==> config.mk <==
export PLATFORM = sky130hd
export DESIGN_NAME = a4t_core
export DESIGN_NICKNAME = d
export VERILOG_FILES = /design/src/rtl/a4t_core.v /design/src/rtl/a4t_rx.v
export VERILOG_INCLUDE_DIRS = /design/src /design/src/rtl
export SDC_FILE = /design/constraint.sdc
export NUM_CORES = 2
export LEC_CHECK = 0
export BUFFER_PORTS_ARGS = -buffer_cell sky130_fd_sc_hd__buf_2
export CAP_MARGIN = 20
export CORE_UTILIZATION = 50
export CTS_CLUSTER_DIAMETER = 100
export DETAILED_ROUTE_END_ITERATION = 16
export PLACE_DENSITY = 0.65
export SLEW_MARGIN = 20
export SYNTH_ARGS = -nofsm -noshare
export SYNTH_HDL_FRONTEND = slang
export SYNTH_SLANG_ARGS = --single-unit
export TNS_END_PERCENT = 50
==> constraint.sdc <==
create_clock -name clk -period 5.5 [get_ports clk]
set_input_delay 1.1 -clock clk [delete_from_list [all_inputs] [get_ports clk]]
set_output_delay 1.1 -clock clk [all_outputs]
set_load 0.01 [all_outputs]
==> src/rtl/a4t_consts.vh <==
// constants for the dual receive, single transmit serial line core
// Operation
// - rx data-ready bit set while its FIFO holds words; ready pin is inverse.
// - rx half-full bit set at 16 or more words; half pin is inverse.
// - each rx FIFO holds 32 words; full bit and low full pin when 32.
// - a word arriving into a full rx FIFO overwrites the newest entry.
// - status bits 6,7,8 give tx empty, full, half; pins invert 7 and 8.
// - bit order one: first half serial bits 1-16, second half 17-32.
// - bit order zero: reversed label, 32, 30, 31, 9-13; second 14-29.
// - 10-sample shift registers; three equal samples; bit then null; gap nulls.
// - gap timer checks null every 10 samples; three nulls re-arm reception.
// - rate check rejects words whose bit spacing is outside 8 to 12 samples.
// - rate check off accepts any 32 bits but still needs the word gap.
// - ones counted including parity; odd count puts zero in bit 32.
// - word loaded only when enabled label and source filters both pass.
// - label filter compares bits 1-8 with 16 stored labels, any value.
// - label mode: 16 load pulses write labels, first strobe rx1, second rx2.
// - label mode: 16 reads return labels; host then clears label mode.
// - tx word is first half then second half; loads ignored when full.
// - tx parity on: bit 32 odd or even parity over 31 bits; off: data.
// - go high moves oldest word to shifter; first bit out within 2.5 clocks; low speed waits up to 8 clocks for a slow tick.
// - config strobe latches 16 bits; readable with half select one.
// - status read with half select zero on lines 0-8, rest zero.
// - tx bit 5 clocks, null 5, gap 40; low speed 40, 40, 320.
// - transmission runs until tx FIFO empty; done flag high when all sent.
`ifndef A4T_CONSTS_VH
`define A4T_CONSTS_VH
`define A4T_CLK_HZ       250000000
`define A4T_MCLK_HZ      1000000
`define A4T_TICK_DIV     (`A4T_CLK_HZ / `A4T_MCLK_HZ)
`define A4T_LO_LAST      3'h7
`define A4T_DEPTH        6'h20
`define A4T_HALF_MARK    6'h10
`define A4T_RATE_MIN     4'h8
`define A4T_RATE_MAX     4'hc
`define A4T_GAP_SAMPLES  4'ha
`define A4T_GAP_NULLS    2'h3
`define A4T_TX_DATA      6'h05
`define A4T_TX_NULL      6'h05
`define A4T_TX_GAP       6'h28
`define A4T_CTRL_RST     16'h0020
`define A4T_SYNC_RST     13'h1f90
`define A4T_CB_RX1_LO    0
`define A4T_CB_LBL       1
`define A4T_CB_LF1       2
`define A4T_CB_PAR_ON    4
`define A4T_CB_NOLOOP    5
`define A4T_CB_SF1       6
`define A4T_CB_SF2       9
`define A4T_CB_PAR_EVEN  12
`define A4T_CB_TX_LO     13
`define A4T_CB_RX2_LO    14
`define A4T_CB_ORDER     15
`define A4T_SB_TX_EMPTY  6
`define A4T_SB_TX_FULL   7
`define A4T_SB_TX_HALF   8
`endif

==> src/rtl/a4t_core.v <==
// transceiver core: host bus, control, rx FIFOs, labels, transmitter
`default_nettype none
`include "a4t_consts.vh"
module a4t_core #(
  parameter TICK_DIV = `A4T_TICK_DIV
) (
  input  wire        clk,
  input  wire        nrst,
  input  wire [15:0] bus_in,
  output reg  [15:0] bus_out,
  output reg         bus_oe,
  input  wire        half_sel,
  input  wire        rx1_read_n,
  input  wire        rx2_read_n,
  input  wire        reg_read_n,
  input  wire        ctrl_write_n,
  input  wire        load_first_half_n,
  input  wire        load_second_half_n,
  input  wire        tx_go,
  input  wire        rate_check_off_n,
  input  wire        rx1_one_in,
  input  wire        rx1_zero_in,
  input  wire        rx2_one_in,
  input  wire        rx2_zero_in,
  output wire        rx1_ready_n,
  output wire        rx1_halfway_n,
  output wire        rx1_full_n,
  output wire        rx2_ready_n,
  output wire        rx2_halfway_n,
  output wire        rx2_full_n,
  output wire        tx_full_n,
  output wire        tx_halfway_n,
  output wire        tx_done,
  output reg         tx_ones_out,
  output reg         tx_zeros_out
);
  localparam I_SEL = 6;
  localparam I_RD1 = 7;
  localparam I_PL1 = 9;
  localparam I_RSR = 11;
  localparam I_CW  = 12;
  localparam I_GO  = 5;
  localparam I_NFD = 4;
  localparam [31:0] TICK_WIDE = TICK_DIV - 1;
  localparam [7:0]  TICK_LAST = TICK_WIDE[7:0];
  localparam TS_IDLE = 4'b0001;
  localparam TS_DATA = 4'b0010;
  localparam TS_NULL = 4'b0100;
  localparam TS_GAP  = 4'b1000;

  function [7:0] rev8;
    input [7:0] v;
    integer b;
    begin
      for (b = 0; b < 8; b = b + 1)
        rev8[b] = v[7 - b];
    end
  endfunction

  // word to bus half; index 0 of the word is serial bit 1
  function [15:0] map_half;
    input [31:0] w;
    input        second;
    input        order;
    begin
      if (order)
        map_half = second ? w[31:16] : w[15:0];
      else if (second)
        map_half = w[28:13];
      else
        map_half = {w[12:8], w[30], w[29], w[31], rev8(w[7:0])};
    end
  endfunction

  function [31:0] unmap;
    input [15:0] a;
    input [15:0] b;
    input        order;
    begin
      if (order)
        unmap = {b, a};
      else
        unmap = {a[8], a[10], a[9], b, a[15:11], rev8(a[7:0])};
    end
  endfunction

  function [31:0] add_par;
    input [31:0] w;
    input        on;
    input        even;
    begin
      add_par = w;
      if (on)
        add_par[31] = even ? ^w[30:0] : ~(^w[30:0]);
    end
  endfunction

  // input synchronisers; level at s2, edges from s2 against s3
  wire [12:0] asy = {ctrl_write_n, reg_read_n, load_second_half_n,
                     load_first_half_n, rx2_read_n, rx1_read_n, half_sel,
                     tx_go, rate_check_off_n, rx2_zero_in, rx2_one_in,
                     rx1_zero_in, rx1_one_in};
  reg  [12:0] s1;
  reg  [12:0] s2;
  reg  [12:0] s3;
  reg  [15:0] bus_s1;
  reg  [15:0] bus_s2;
  always @(posedge clk or negedge nrst) begin
    if (!nrst) begin
      s1     <= `A4T_SYNC_RST;
      s2     <= `A4T_SYNC_RST;
      s3     <= `A4T_SYNC_RST;
      bus_s1 <= 16'h0000;
      bus_s2 <= 16'h0000;
    end else begin
      s1     <= asy;
      s2     <= s1;
      s3     <= s2;
      bus_s1 <= bus_in;
      bus_s2 <= bus_s1;
    end
  end
  wire [12:0] rise = s2 & ~s3;
  wire        sel  = s2[I_SEL];

  // master tick divider, then divide by 8 for low speed
  reg  [7:0] tick_cnt;
  reg  [2:0] lo_cnt;
  wire       tick = (tick_cnt == TICK_LAST);
  wire       slow = tick & (lo_cnt == `A4T_LO_LAST);
  always @(posedge clk or negedge nrst) begin
    if (!nrst) begin
      tick_cnt <= 8'h00;
      lo_cnt   <= 3'h0;
    end else begin
      tick_cnt <= tick ? 8'h00 : tick_cnt + 8'h01;
      if (tick)
        lo_cnt <= lo_cnt + 3'h1;
    end
  end

  // control word; reset value is fixed, host rewrites after reset
  reg  [15:0] ctrl_reg;
  always @(posedge clk or negedge nrst) begin
    if (!nrst)
      ctrl_reg <= `A4T_CTRL_RST;
    else if (rise[I_CW])
      ctrl_reg <= bus_s2;
  end
  wire lbl_mode = ctrl_reg[`A4T_CB_LBL] & sel;
  wire loop_on  = ~ctrl_reg[`A4T_CB_NOLOOP];

  // transmitter FIFO storage and counters
  reg  [31:0] tmem [0:31];
  reg  [4:0]  twp;
  reg  [4:0]  trp;
  reg  [5:0]  tcnt;
  reg  [15:0] half1_reg;
  reg         half1_ok;
  reg  [3:0]  tstate;
  reg  [31:0] tsh;
  reg  [4:0]  tbit;
  reg  [5:0]  tphase;
  wire tx_en   = ctrl_reg[`A4T_CB_TX_LO] ? slow : tick;
  wire t_full  = (tcnt == `A4T_DEPTH);
  wire t_push  = rise[I_PL1 + 1] & ~lbl_mode & half1_ok & ~t_full;
  // start only on a tx tick, else the first bit comes out short
  wire t_start = (tcnt != 6'h00) & tx_en &
                 ((tstate == TS_IDLE && s2[I_GO]) ||
                  (tstate == TS_GAP &&
                   tphase == `A4T_TX_GAP - 6'h01));
  wire t_pop   = t_start;

  // per receiver: line select, receiver, label memory, FIFO
  wire [1:0]  rdy;
  wire [1:0]  hlf;
  wire [1:0]  ful;
  wire [31:0] rxd;
  genvar i;
  generate
    for (i = 0; i < 2; i = i + 1) begin : g_rx
      reg  [7:0]  lbl [0:15];
      reg  [3:0]  lptr;
      reg  [31:0] mem [0:31];
      reg  [4:0]  wp;
      reg  [4:0]  rp;
      reg  [5:0]  cnt;
      wire [31:0] w;
      wire        stb;
      wire [15:0] m;
      wire        one_l;
      wire        zero_l;
      wire        lf = ctrl_reg[`A4T_CB_LF1 + i];
      wire        sf = i ? ctrl_reg[`A4T_CB_SF2] : ctrl_reg[`A4T_CB_SF1];
      wire [1:0]  sdi = i ? ctrl_reg[`A4T_CB_SF2 + 2:`A4T_CB_SF2 + 1]
                          : ctrl_reg[`A4T_CB_SF1 + 2:`A4T_CB_SF1 + 1];
      wire        full = (cnt == `A4T_DEPTH);
      wire        pop  = rise[I_RD1 + i] & sel & ~ctrl_reg[`A4T_CB_LBL] &
                         (cnt != 6'h00);
      wire        push;
      wire        push_new;
      genvar j;
      for (j = 0; j < 16; j = j + 1) begin : g_m
        assign m[j] = (lbl[j] == w[7:0]);
      end
      // self test feeds rx2 with the inverted transmitter output
      assign one_l  = loop_on ? (i ? tx_zeros_out : tx_ones_out) : s2[2 * i];
      assign zero_l = loop_on ? (i ? tx_ones_out : tx_zeros_out)
                              : s2[2 * i + 1];
      a4t_rx u_rx (
        .clk          (clk),
        .nrst         (nrst),
        .samp_en      (ctrl_reg[i ? `A4T_CB_RX2_LO : `A4T_CB_RX1_LO]
                       ? slow : tick),
        .rate_chk     (s2[I_NFD]),
        .suspend      (ctrl_reg[`A4T_CB_LBL]),
        .one_in       (one_l),
        .zero_in      (zero_l),
        .word_reg     (w),
        .word_stb_reg (stb)
      );
      assign push = stb & (~lf | (|m)) & (~sf | (w[9:8] == sdi));
      assign push_new = push & (~full | pop);
      always @(posedge clk) begin
        if (push && full && !pop)
          mem[wp - 5'h01] <= w;
        else if (push_new)
          mem[wp] <= w;
        if (lbl_mode && rise[I_PL1 + i])
          lbl[lptr] <= bus_s2[7:0];
      end
      always @(posedge clk or negedge nrst) begin
        if (!nrst) begin
          wp   <= 5'h00;
          rp   <= 5'h00;
          cnt  <= 6'h00;
          lptr <= 4'h0;
        end else begin
          if (push_new)
            wp <= wp + 5'h01;
          if (pop)
            rp <= rp + 5'h01;
          cnt <= cnt + {5'h00, push_new} - {5'h00, pop};
          // one pointer walks labels for both writes and reads
          if (!ctrl_reg[`A4T_CB_LBL])
            lptr <= 4'h0;
          else if (lbl_mode && (rise[I_PL1 + i] || rise[I_RD1 + i]))
            lptr <= lptr + 4'h1;
        end
      end
      assign rdy[i] = (cnt != 6'h00);
      assign hlf[i] = (cnt >= `A4T_HALF_MARK);
      assign ful[i] = full;
      assign rxd[16 * i +: 16] = lbl_mode ? {8'h00, lbl[lptr]}
                               : map_half(mem[rp], sel,
                                          ctrl_reg[`A4T_CB_ORDER]);
    end
  endgenerate

  assign rx1_ready_n   = ~rdy[0];
  assign rx2_ready_n   = ~rdy[1];
  assign rx1_halfway_n = ~hlf[0];
  assign rx2_halfway_n = ~hlf[1];
  assign rx1_full_n    = ~ful[0];
  assign rx2_full_n    = ~ful[1];

  wire [8:0] link_fifo_condition;
  assign link_fifo_condition[`A4T_SB_TX_EMPTY] = (tcnt == 6'h00);
  assign link_fifo_condition[`A4T_SB_TX_FULL]  = t_full;
  assign link_fifo_condition[`A4T_SB_TX_HALF]  =
    (tcnt >= `A4T_HALF_MARK);
  assign link_fifo_condition[5:0] = {ful[1], hlf[1], rdy[1],
                                     ful[0], hlf[0], rdy[0]};
  assign tx_full_n    = ~t_full;
  assign tx_halfway_n = ~link_fifo_condition[`A4T_SB_TX_HALF];
  assign tx_done      = (tstate == TS_IDLE) & (tcnt == 6'h00);

  // bus read path; data registered, driven while a read strobe is low
  always @(posedge clk or negedge nrst) begin
    if (!nrst) begin
      bus_out <= 16'h0000;
      bus_oe  <= 1'b0;
    end else begin
      bus_oe <= ~s2[I_RSR] | ~s2[I_RD1] | ~s2[I_RD1 + 1];
      if (!s2[I_RSR])
        bus_out <= sel ? ctrl_reg
                       : {7'h00, link_fifo_condition};
      else if (!s2[I_RD1])
        bus_out <= rxd[15:0];
      else if (!s2[I_RD1 + 1])
        bus_out <= rxd[31:16];
    end
  end

  // transmit FIFO: first half held until the second half arrives
  always @(posedge clk) begin
    if (t_push)
      tmem[twp] <= unmap(half1_reg, bus_s2, ctrl_reg[`A4T_CB_ORDER]);
  end
  always @(posedge clk or negedge nrst) begin
    if (!nrst) begin
      twp       <= 5'h00;
      trp       <= 5'h00;
      tcnt      <= 6'h00;
      half1_reg <= 16'h0000;
      half1_ok  <= 1'b0;
    end else begin
      if (rise[I_PL1] && !lbl_mode) begin
        half1_reg <= bus_s2;
        half1_ok  <= 1'b1;
      end else if (rise[I_PL1 + 1] && !lbl_mode) begin
        half1_ok  <= 1'b0;
      end
      if (t_push)
        twp <= twp + 5'h01;
      if (t_pop)
        trp <= trp + 5'h01;
      tcnt <= tcnt + {5'h00, t_push} - {5'h00, t_pop};
    end
  end

  // serializer; go only starts it, an empty FIFO stops it
  always @(posedge clk or negedge nrst) begin
    if (!nrst) begin
      tstate       <= TS_IDLE;
      tsh          <= 32'h00000000;
      tbit         <= 5'h00;
      tphase       <= 6'h00;
      tx_ones_out  <= 1'b0;
      tx_zeros_out <= 1'b0;
    end else begin
      tx_ones_out  <= (tstate == TS_DATA) & tsh[0];
      tx_zeros_out <= (tstate == TS_DATA) & ~tsh[0];
      if (t_start) begin
        tsh    <= add_par(tmem[trp], ctrl_reg[`A4T_CB_PAR_ON],
                          ctrl_reg[`A4T_CB_PAR_EVEN]);
        tstate <= TS_DATA;
        tbit   <= 5'h00;
        tphase <= 6'h00;
      end else begin
        case (tstate)
          TS_IDLE: tphase <= 6'h00;
          TS_DATA: begin
            if (tx_en) begin
              tphase <= tphase + 6'h01;
              if (tphase == `A4T_TX_DATA - 6'h01) begin
                tstate <= TS_NULL;
                tphase <= 6'h00;
              end
            end
          end
          TS_NULL: begin
            if (tx_en) begin
              tphase <= tphase + 6'h01;
              if (tphase == `A4T_TX_NULL - 6'h01) begin
                tphase <= 6'h00;
                if (tbit == 5'h1f) begin
                  tstate <= TS_GAP;
                end else begin
                  tbit   <= tbit + 5'h01;
                  tsh    <= {1'b0, tsh[31:1]};
                  tstate <= TS_DATA;
                end
              end
            end
          end
          TS_GAP: begin
            if (tx_en) begin
              tphase <= tphase + 6'h01;
              if (tphase == `A4T_TX_GAP - 6'h01) begin
                tstate <= TS_IDLE;
                tphase <= 6'h00;
              end
            end
          end
          default: tstate <= TS_IDLE;
        endcase
      end
    end
  end
endmodule
`default_nettype wire

==> src/rtl/a4t_rx.v <==
// one serial receiver: sampling, bit timing, word gap and parity
`default_nettype none
`include "a4t_consts.vh"
module a4t_rx (
  input  wire        clk,
  input  wire        nrst,
  input  wire        samp_en,
  input  wire        rate_chk,
  input  wire        suspend,
  input  wire        one_in,
  input  wire        zero_in,
  output reg  [31:0] word_reg,
  output reg         word_stb_reg
);
  localparam ST_GAP  = 2'b01;
  localparam ST_WORD = 2'b10;
  reg  [9:0] one_sr;
  reg  [9:0] zero_sr;
  reg  [9:0] null_sr;
  reg        hit_d;
  reg  [3:0] spacing;
  reg  [4:0] bit_cnt;
  reg  [3:0] gap_tmr;
  reg  [1:0] gap_cnt;
  reg  [1:0] state;
  // oldest three samples hold the level, newest three are null
  wire one_hit  = (&one_sr[9:7]) & (&null_sr[2:0]);
  wire zero_hit = (&zero_sr[9:7]) & (&null_sr[2:0]);
  wire gap_null = (&null_sr[9:7]) & (&null_sr[2:0]);
  wire bit_ev   = samp_en & (one_hit | zero_hit) & ~hit_d;
  wire [3:0] spac_n = (spacing == 4'hf) ? spacing : spacing + 4'h1;
  wire rate_bad = rate_chk & (bit_cnt != 5'h00) &
                  ((spac_n < `A4T_RATE_MIN) | (spac_n > `A4T_RATE_MAX));

  always @(posedge clk or negedge nrst) begin
    if (!nrst) begin
      one_sr  <= 10'h000;
      zero_sr <= 10'h000;
      null_sr <= 10'h000;
      hit_d   <= 1'b0;
    end else if (samp_en) begin
      one_sr  <= {one_sr[8:0], one_in};
      zero_sr <= {zero_sr[8:0], zero_in};
      null_sr <= {null_sr[8:0], ~one_in & ~zero_in};
      hit_d   <= one_hit | zero_hit;
    end
  end

  always @(posedge clk or negedge nrst) begin
    if (!nrst) begin
      word_reg     <= 32'h00000000;
      word_stb_reg <= 1'b0;
      spacing      <= 4'h0;
      bit_cnt      <= 5'h00;
      gap_tmr      <= 4'h0;
      gap_cnt      <= 2'h0;
      state        <= ST_GAP;
    end else begin
      word_stb_reg <= 1'b0;
      case (state)
        ST_GAP: begin
          if (samp_en && !suspend) begin
            if (gap_tmr == `A4T_GAP_SAMPLES - 4'h1) begin
              gap_tmr <= 4'h0;
              if (gap_null) begin
                gap_cnt <= gap_cnt + 2'h1;
                if (gap_cnt == `A4T_GAP_NULLS - 2'h1) begin
                  state   <= ST_WORD;
                  bit_cnt <= 5'h00;
                  spacing <= 4'h0;
                end
              end
            end else begin
              gap_tmr <= gap_tmr + 4'h1;
            end
          end
        end
        ST_WORD: begin
          if (suspend) begin
            state   <= ST_GAP;
            gap_cnt <= 2'h0;
            gap_tmr <= 4'h0;
          end else if (bit_ev) begin
            spacing <= 4'h0;
            if (rate_bad) begin
              state   <= ST_GAP;
              gap_cnt <= 2'h0;
              gap_tmr <= 4'h0;
            end else begin
              word_reg[bit_cnt] <= one_hit;
              bit_cnt <= bit_cnt + 5'h01;
              if (bit_cnt == 5'h1f) begin
                // odd ones including the received parity give zero
                word_reg[31] <= ~(^{word_reg[30:0], one_hit});
                word_stb_reg <= 1'b1;
                state        <= ST_GAP;
                gap_cnt      <= 2'h0;
                gap_tmr      <= 4'h0;
              end
            end
          end else if (samp_en) begin
            spacing <= spac_n;
            // a stalled word is dropped only while rates are checked
            if (rate_chk && bit_cnt != 5'h00 &&
                spac_n > `A4T_RATE_MAX) begin
              state   <= ST_GAP;
              gap_cnt <= 2'h0;
              gap_tmr <= 4'h0;
            end
          end
        end
        default: state <= ST_GAP;
      endcase
    end
  end
endmodule
`default_nettype wire

== After elaboration in Yosys (flattened, before gate mapping) ==
Memories as Yosys holds them, arrays and structs flattened.
Cells that the tools add are included.

* Memories: 5
* Word-level logic and storage cells: 528
* Flip-flop bits (word level): 399
* Output and inout bits: 28
* RAM bits: 3,328
* Bits of input ports: 31

{| class="wikitable"
|+ Memory list
! name !! words !! width !! read ports !! clocked after Yosys merged registers in !! write ports !! line !! text
|-
| g_rx[0].mem || 32 || 32 || 1 || 0 || 1 || a4t_core.v:184 || <nowiki>reg [31:0] mem [0:31];</nowiki>
|-
| g_rx[1].mem || 32 || 32 || 1 || 0 || 1 || a4t_core.v:184 ||
|-
| tmem || 32 || 32 || 1 || 0 || 1 || a4t_core.v:154 || <nowiki>reg [31:0] tmem [0:31];</nowiki>
|-
| g_rx[0].lbl || 16 || 8 || 17 || 0 || 1 || a4t_core.v:182 || <nowiki>reg [7:0] lbl [0:15];</nowiki>
|-
| g_rx[1].lbl || 16 || 8 || 17 || 0 || 1 || a4t_core.v:182 ||
|}

* Muxes and demuxes: 189
* Equal/unequal tests: 92
* $lt $le $gt $ge: 11
* Reduce and logical (&&, ||, !) cells: 71
* Add/sub/neg operators: 28
* Bitwise gates (word level): 81

{| class="wikitable"
|+ Operators with widths
! kind !! number
|-
| 32-bit 2-to-1 mux || 9
|-
| 8-bit == test || 32
|-
| 16-bit 2-to-1 mux || 12
|-
| 4-bit 2-to-1 mux || 44
|-
| 5-bit 2-to-1 mux || 21
|-
| 2-bit 2-to-1 mux || 38
|-
| 32-bit bitwise mux || 2
|-
| 32-bit OR reduction || 2
|-
| 32-bit parity || 2
|-
| 7-bit AND reduction || 7
|-
| 5-bit by 1-bit adder with 5-bit output (second input constant) || 9
|-
| 1-bit 2-to-1 mux || 43
|-
| 1-bit AND || 38
|-
| 4-bit one-hot mux with 2 select lines || 4
|-
| 16-bit OR reduction || 2
|-
| 31-bit parity || 1
|-
| 6-bit 2-to-1 mux || 5
|-
| 1-bit inverter || 29
|-
| 3-bit AND reduction || 9
|-
| 4-bit by 1-bit adder with 4-bit output (second input constant) || 6
|-
| 6-bit == test (second input constant) || 4
|-
| 2-bit by 1-bit inequality test with 1-bit output (second input constant) || 12
|-
| 4-bit == test (second input constant) || 5
|-
| 1-bit logical AND || 20
|-
| 48 further kinds || 116
|}

== Longest topological paths before layout ==
* Depth after elaboration: 12
* Gate-level depth with buffers: 20
* Gate-level depth less buffers: 17

== Modules after synthesis ==
Synthesis repeated with hierarchy kept, for this count alone.

* Cells, all modules: 7,739
* Area total of the unflattened synthesis: 150,013.9 um^2

{| class="wikitable"
|+ By module, submodules not included
! module !! times used !! sequential area each (um^2) !! area each (um^2) !! cells an instance
|-
| a4t_core || 1 || 105,692.6 || 141,727.2 || 7,011
|-
| a4t_rx at g_rx[1].u_rx || 1 || 2,028.2 || 4,160.2 || 365
|-
| a4t_rx at g_rx[0].u_rx || 1 || 2,028.2 || 4,126.5 || 363
|}

== Worst setup path before layout ==
Ideal clock, no wire load.

* Path type: register -> register
* Start point: register g_rx[0].u_rx.word_reg[4]
* End point: memory g_rx[0].mem[27][0], enable pin
* Cell stages (with the launch flop): 14
* Setup slack: 616 ps
* Period minus slack after synthesis: 4,884 ps
* Data arrival time: 4,462 ps
* Library setup time: 421 ps
* Buffers on the path: 3
* Data required time: 5,079 ps
* Cell sequence: dfrtp_1 buf_4 buf_4 xor2_1 nor4_1 nand2_1 o2111ai_1 nor4_1 a31oi_1 o21ai_2 xnor2_1 or3b_2 buf_2 nor2_1

* Word-level cells in the longest chain between the ends: 11
* Elaborated cells between the ends (all ways): 31
* Those cells by class: eq/ne (16); mux (7); bitwise (4); reduce/logical (4)

{| class="wikitable"
|+ Ends and longest elaborated chain
! what !! line !! text
|-
| start: declaration || a4t_rx.v:12 || <nowiki>output reg [31:0] word_reg,</nowiki>
|-
| start signal: indexed assignment || a4t_rx.v:90 || <nowiki>word_reg[bit_cnt] <= one_hit;</nowiki>
|-
| 8-bit == test || a4t_core.v:204 || <nowiki>assign m[j] = (lbl[j] == w[7:0]);</nowiki>
|-
| 16-bit OR reduction (*) || a4t_core.v:222 || <nowiki>assign push = stb & (~lf | (|m)) & (~sf | (w[9:8] == sdi));</nowiki>
|-
| 1-bit bitwise OR (*) || a4t_core.v:222 ||
|-
| 1-bit AND (*) (2 in series) || a4t_core.v:222 ||
|-
| 1-bit AND or 1-bit logical AND (tied branches) || a4t_core.v:223, a4t_core.v:225 ||
|-
| 1-bit 2-to-1 mux or 1-bit logical AND (tied branches) || a4t_core.v:227, a4t_core.v:225 ||
|-
| 1-bit 2-to-1 mux || a4t_core.v:225 || <nowiki>if (push && full && !pop)</nowiki>
|-
| 1-bit 2-to-1 mux (implied by the code) || a4t_core.v:228 || <nowiki>mem[wp] <= w;</nowiki>
|-
| 32-bit OR reduction (no line) || - ||
|-
| 5-bit 2-to-1 mux (no line) or 1-bit 2-to-1 mux (tied branches) || - ||
|-
| end: declaration || a4t_core.v:184 ||
|}

Every way passes the cells marked *; elsewhere a longest branch is shown, timed or not.

== Final worst setup path ==
* Start point: register g_rx[1].u_rx.word_reg[7]
* End point: memory g_rx[1].mem[15][23], enable pin

* Word-level cells in the longest chain between the ends: 11
* Elaborated cells between the ends (all ways): 31
* Those cells by class: eq/ne (16); mux (7); bitwise (4); reduce/logical (4)

{| class="wikitable"
|+ Ends and longest elaborated chain
! what !! line
|-
| start: declaration || a4t_rx.v:12
|-
| start signal: indexed assignment || a4t_rx.v:90
|-
| 8-bit == test || a4t_core.v:204
|-
| 16-bit OR reduction (*) || a4t_core.v:222
|-
| 1-bit bitwise OR (*) || a4t_core.v:222
|-
| 1-bit AND (*) (2 in series) || a4t_core.v:222
|-
| 1-bit AND or 1-bit logical AND (tied branches) || a4t_core.v:223, a4t_core.v:225
|-
| 1-bit 2-to-1 mux or 1-bit logical AND (tied branches) || a4t_core.v:227, a4t_core.v:225
|-
| 1-bit 2-to-1 mux || a4t_core.v:225
|-
| 1-bit 2-to-1 mux (implied by the code) || a4t_core.v:228
|-
| 32-bit OR reduction (no line) || -
|-
| 5-bit 2-to-1 mux (no line) or 1-bit 2-to-1 mux (tied branches) || -
|-
| end: declaration || a4t_core.v:184
|}

Marked as above.

==> flow_metrics.py <==
metrics = {
    "setup_path": {
        "crit_family": "simple AND/OR/NAND/NOR gates",
        "crit_buf_inv": 3,
        "slowest_delay_ps": 900,
        "critPathLaunchType": "flop",
        "end_kind": "flop",
        "path_cells": "xor2_1, nor4_1, nand2_1, o2111ai_1, nor4_1, a31oi_1, buf_4, o21ai_1, buf_4, xnor2_1, or3b_2, nor2_4, buf_12",
        "required_ps": 6120,
        "r2r-end": "g_rx[1].mem[15][23]$_DFFE_PP_",
        "cp_slowest_cell": "dfrtp_2",
        "critPathKind": "reg2reg",
        "reg2reg_from": "g_rx[1].u_rx.word_reg[7]$_DFFE_PN0P_",
        "worst-r2r-cell-count": 13,
        "critical_path_arrival_ps": 5520,
        "crit_path_max_fanout": 33,
        "rrSetupSlack_ps": 590,
    },
    "die": {
        "die_w_um": 548,
        "start_util_pct": 50.3,
        "die_h_um": 548,
        "die_area_sq_um": 301000,
        "rows": 200,
        "io-pin-count": 59,
        "core_area_sq_um": 297000,
    },
    "placement": {
        "gp_congestion": 0.916,
        "port_buffers": 58,
        "dpl.hpwl_um": 230000,
    },
    "synth": {
        "avgSynthCellArea_sq_um": 19.5,
        "synth_enable_flop_cells": 3328,
        "synth.most_common_cell": "edfxtp_1",
        "yosysSeqAreaShare_pct": 73.6,
        "synth_top_area_cell": "edfxtp_1",
        "synth_top_area_share_pct": 67.0,
        "synthFlopType": "edfxtp_1",
        "synthArstFlopShare_pct": 10.5,
        "ys_types": 77,
        "synth-seq-cells": 3719,
        "synth_common_cells": "3328 x edfxtp_1, 885 x mux4_2, 472 x nand2_1, 368 x dfrtp_1, 277 x nor2_1",
        "synth_nets": 7762,
        "synthTopCellsByArea": "edfxtp_1 67%, mux4_2 13%, dfrtp_1 6.2%, mux2i_1 1.2%, xor2_1 1.2%",
        "syn_area_sq_um": 149000,
        "synth_cells": 7654,
        "yosys_warnings": 0,
    },
    "timing": {
        "hold_viol": 0,
        "post-route-min-period_ps": 4910,
        "rsz0062_at_grt": "false",
        "setup_violations": 0,
        "period_share_pct": 89.2,
        "max_freq_mhz": 204,
        "relSlewSlack_pct": 23.5,
        "drv_slew": 0,
        "worstMarginPinSlew_ps": 1150,
        "setup_tns_ps": 0,
        "finalClockSkew_ps": 78.3,
    },
    "run": {
        "maxCapViolCount": 0,
    },
    "clock_tree": {
        "cts.reportedPaths.clkPinSlew_ps": 60,
        "clockBufferDepth": 4,
        "cts_root_buffer": "clkbuf_16",
        "worstSkewPairLatency_ps": 930,
        "tritoncts": "done",
        "numCtsBuffers": 380,
        "cts_sinks": 3719,
        "ctsHoldBuffers": 0,
        "cts_resized": 0,
        "postCtsSetupBuffers": 0,
        "htreeDepth": 5,
    },
    "global_route": {
        "grt_start_max_net_pins": 102,
        "grt_antenna_before_repair": 12,
        "gr-total-overflow": 0,
        "grt_pass1_vias": 77400,
        "grt_usage_pct": 26.0,
        "grt_pass1_wl_um": 561000,
    },
    "power": {
        "p_per_area_nw_per_um2": 346,
        "ir_worst_vdd_uv": 295,
        "power.leakage_uw": 0.0490,
    },
    "cells_and_area": {
        "nets": 8113,
        "largest-register": "g_rx.mem",
        "fin_util_pct": 57.0,
        "largest_reg_flops": 2048,
        "syn2layout_area_growth_pct": 13.4,
        "drive_gt1_share_pct": 26.0,
        "reg_top3": "g_rx.mem (2048), tmem (1024), g_rx.lbl (256)",
    },
    "routing": {
        "ant_nets": 0,
        "vias": 77100,
        "drt_pre_antenna_iters": 7,
        "drcViolationCount": 0,
        "drt-initial-drc-count": 8938,
        "via_per_inst": 6.29,
        "routed_wirelength_um": 390000,
        "wire_per_inst_um": 31.8,
    },
    "status": {
        "run_status": "finished clean",
    },
    "min_path": {
        "hp-class": "in2async",
    },
}
## final cells by class
class	instances	area [sq um]
well taps	3939	4930
multi-input cells	3430	37900
clock inverters	181	1920
diodes	7	17.5
inverters	88	335
repair buffers	386	3840
flip-flops and latches	3719	110000
clock buffers	511	10500
fillers	21900	128000
## kinds of logic (layout without fill, tap and decap cells)
logic type / after synthesis / in the layout / synth area share [%]
compound gates: 662 / 662 / 2.90
xor+xnor: 399 / 399 / 2.34
fa+ha+maj: 77 / 77 / 0.661
buf+inv: 505 / 1166 / 1.60
flops: 3719 / 3719 / 73.6
mux: 1218 / 1218 / 15.7
other cells: 0 / 7 / 0
simple gates: 1074 / 1074 / 3.21
## routing by layer
layer	GRT usage [%]	wire length, um	up-vias
met5	0	50	-
met4	8.85	14600	8
met3	4.73	31900	698
met2	42.1	189000	3532
met1	35.7	154000	41300
li1	-	-	31600
## worst max-delay path by stage
stage                                    startpoint                            end  slack, ps  cells past startpoint
2_1_floorplan  g_rx[0].u_rx.word_reg[4]$_DFFE_PN0P_   g_rx[0].mem[27][0]$_DFFE_PP_        620                     13
3_3_place_gp   g_rx[1].u_rx.word_reg[7]$_DFFE_PN0P_  g_rx[1].mem[15][27]$_DFFE_PP_        650                     13
3_5_place_dp   g_rx[1].u_rx.word_reg[7]$_DFFE_PN0P_  g_rx[1].mem[15][27]$_DFFE_PP_        600                     13
4_1_cts        g_rx[1].u_rx.word_reg[7]$_DFFE_PN0P_   g_rx[1].mem[15][2]$_DFFE_PP_        560                     13
5_1_grt        g_rx[1].u_rx.word_reg[7]$_DFFE_PN0P_   g_rx[1].mem[15][2]$_DFFE_PP_        450                     13
6_report       g_rx[1].u_rx.word_reg[7]$_DFFE_PN0P_  g_rx[1].mem[15][23]$_DFFE_PP_        590                     13
## per-stage QoR
| step | total power (uW) | hold slack (ps) | instances | worst slack [ps] | cell area (sq um) |
|---|---|---|---|---|---|
| 2_1_floorplan | 32700 | 331 | 7654 | 616 | 149000 |
| 3_3_place_gp | 33500 | 337 | 11600 | 654 | 157000 |
| 3_5_place_dp | 33600 | 335 | 11600 | 603 | 157000 |
| 4_1_cts | 58900 | 136 | 12300 | 561 | 169000 |
| 5_1_grt | 60100 | 153 | 12300 | 446 | 169000 |
| 6_report | 58600 | 141 | 12300 | 593 | 169000 |
## cell usage in the layout (no fill, tap or decap), types with 48 or more instances in the layout
cell,n
a211oi_1,58
a21oi_1,139
a22oi_1,64
buf_12,84
buf_2,57
buf_4,241
clkbuf_1,94
clkbuf_16,389
clkinv_1,59
clkinv_2,57
dfrtp_1,320
edfxtp_1,3328
ha_1,74
inv_1,80
mux2_2,144
mux2i_1,185
mux4_2,885
nand2_1,472
nand3_1,72
nor2_1,179
nor2_4,97
nor4_1,48
o21ai_0,152
xnor2_1,190
xor2_1,209
## report_power, final
group	switching (uW)	total, uW	internal, uW
clock	10700	25600	14900
combinational	1140	1630	493
sequential	258	31300	31100
total	12100	58600	46500
Power figures use the tool's default switching activity.
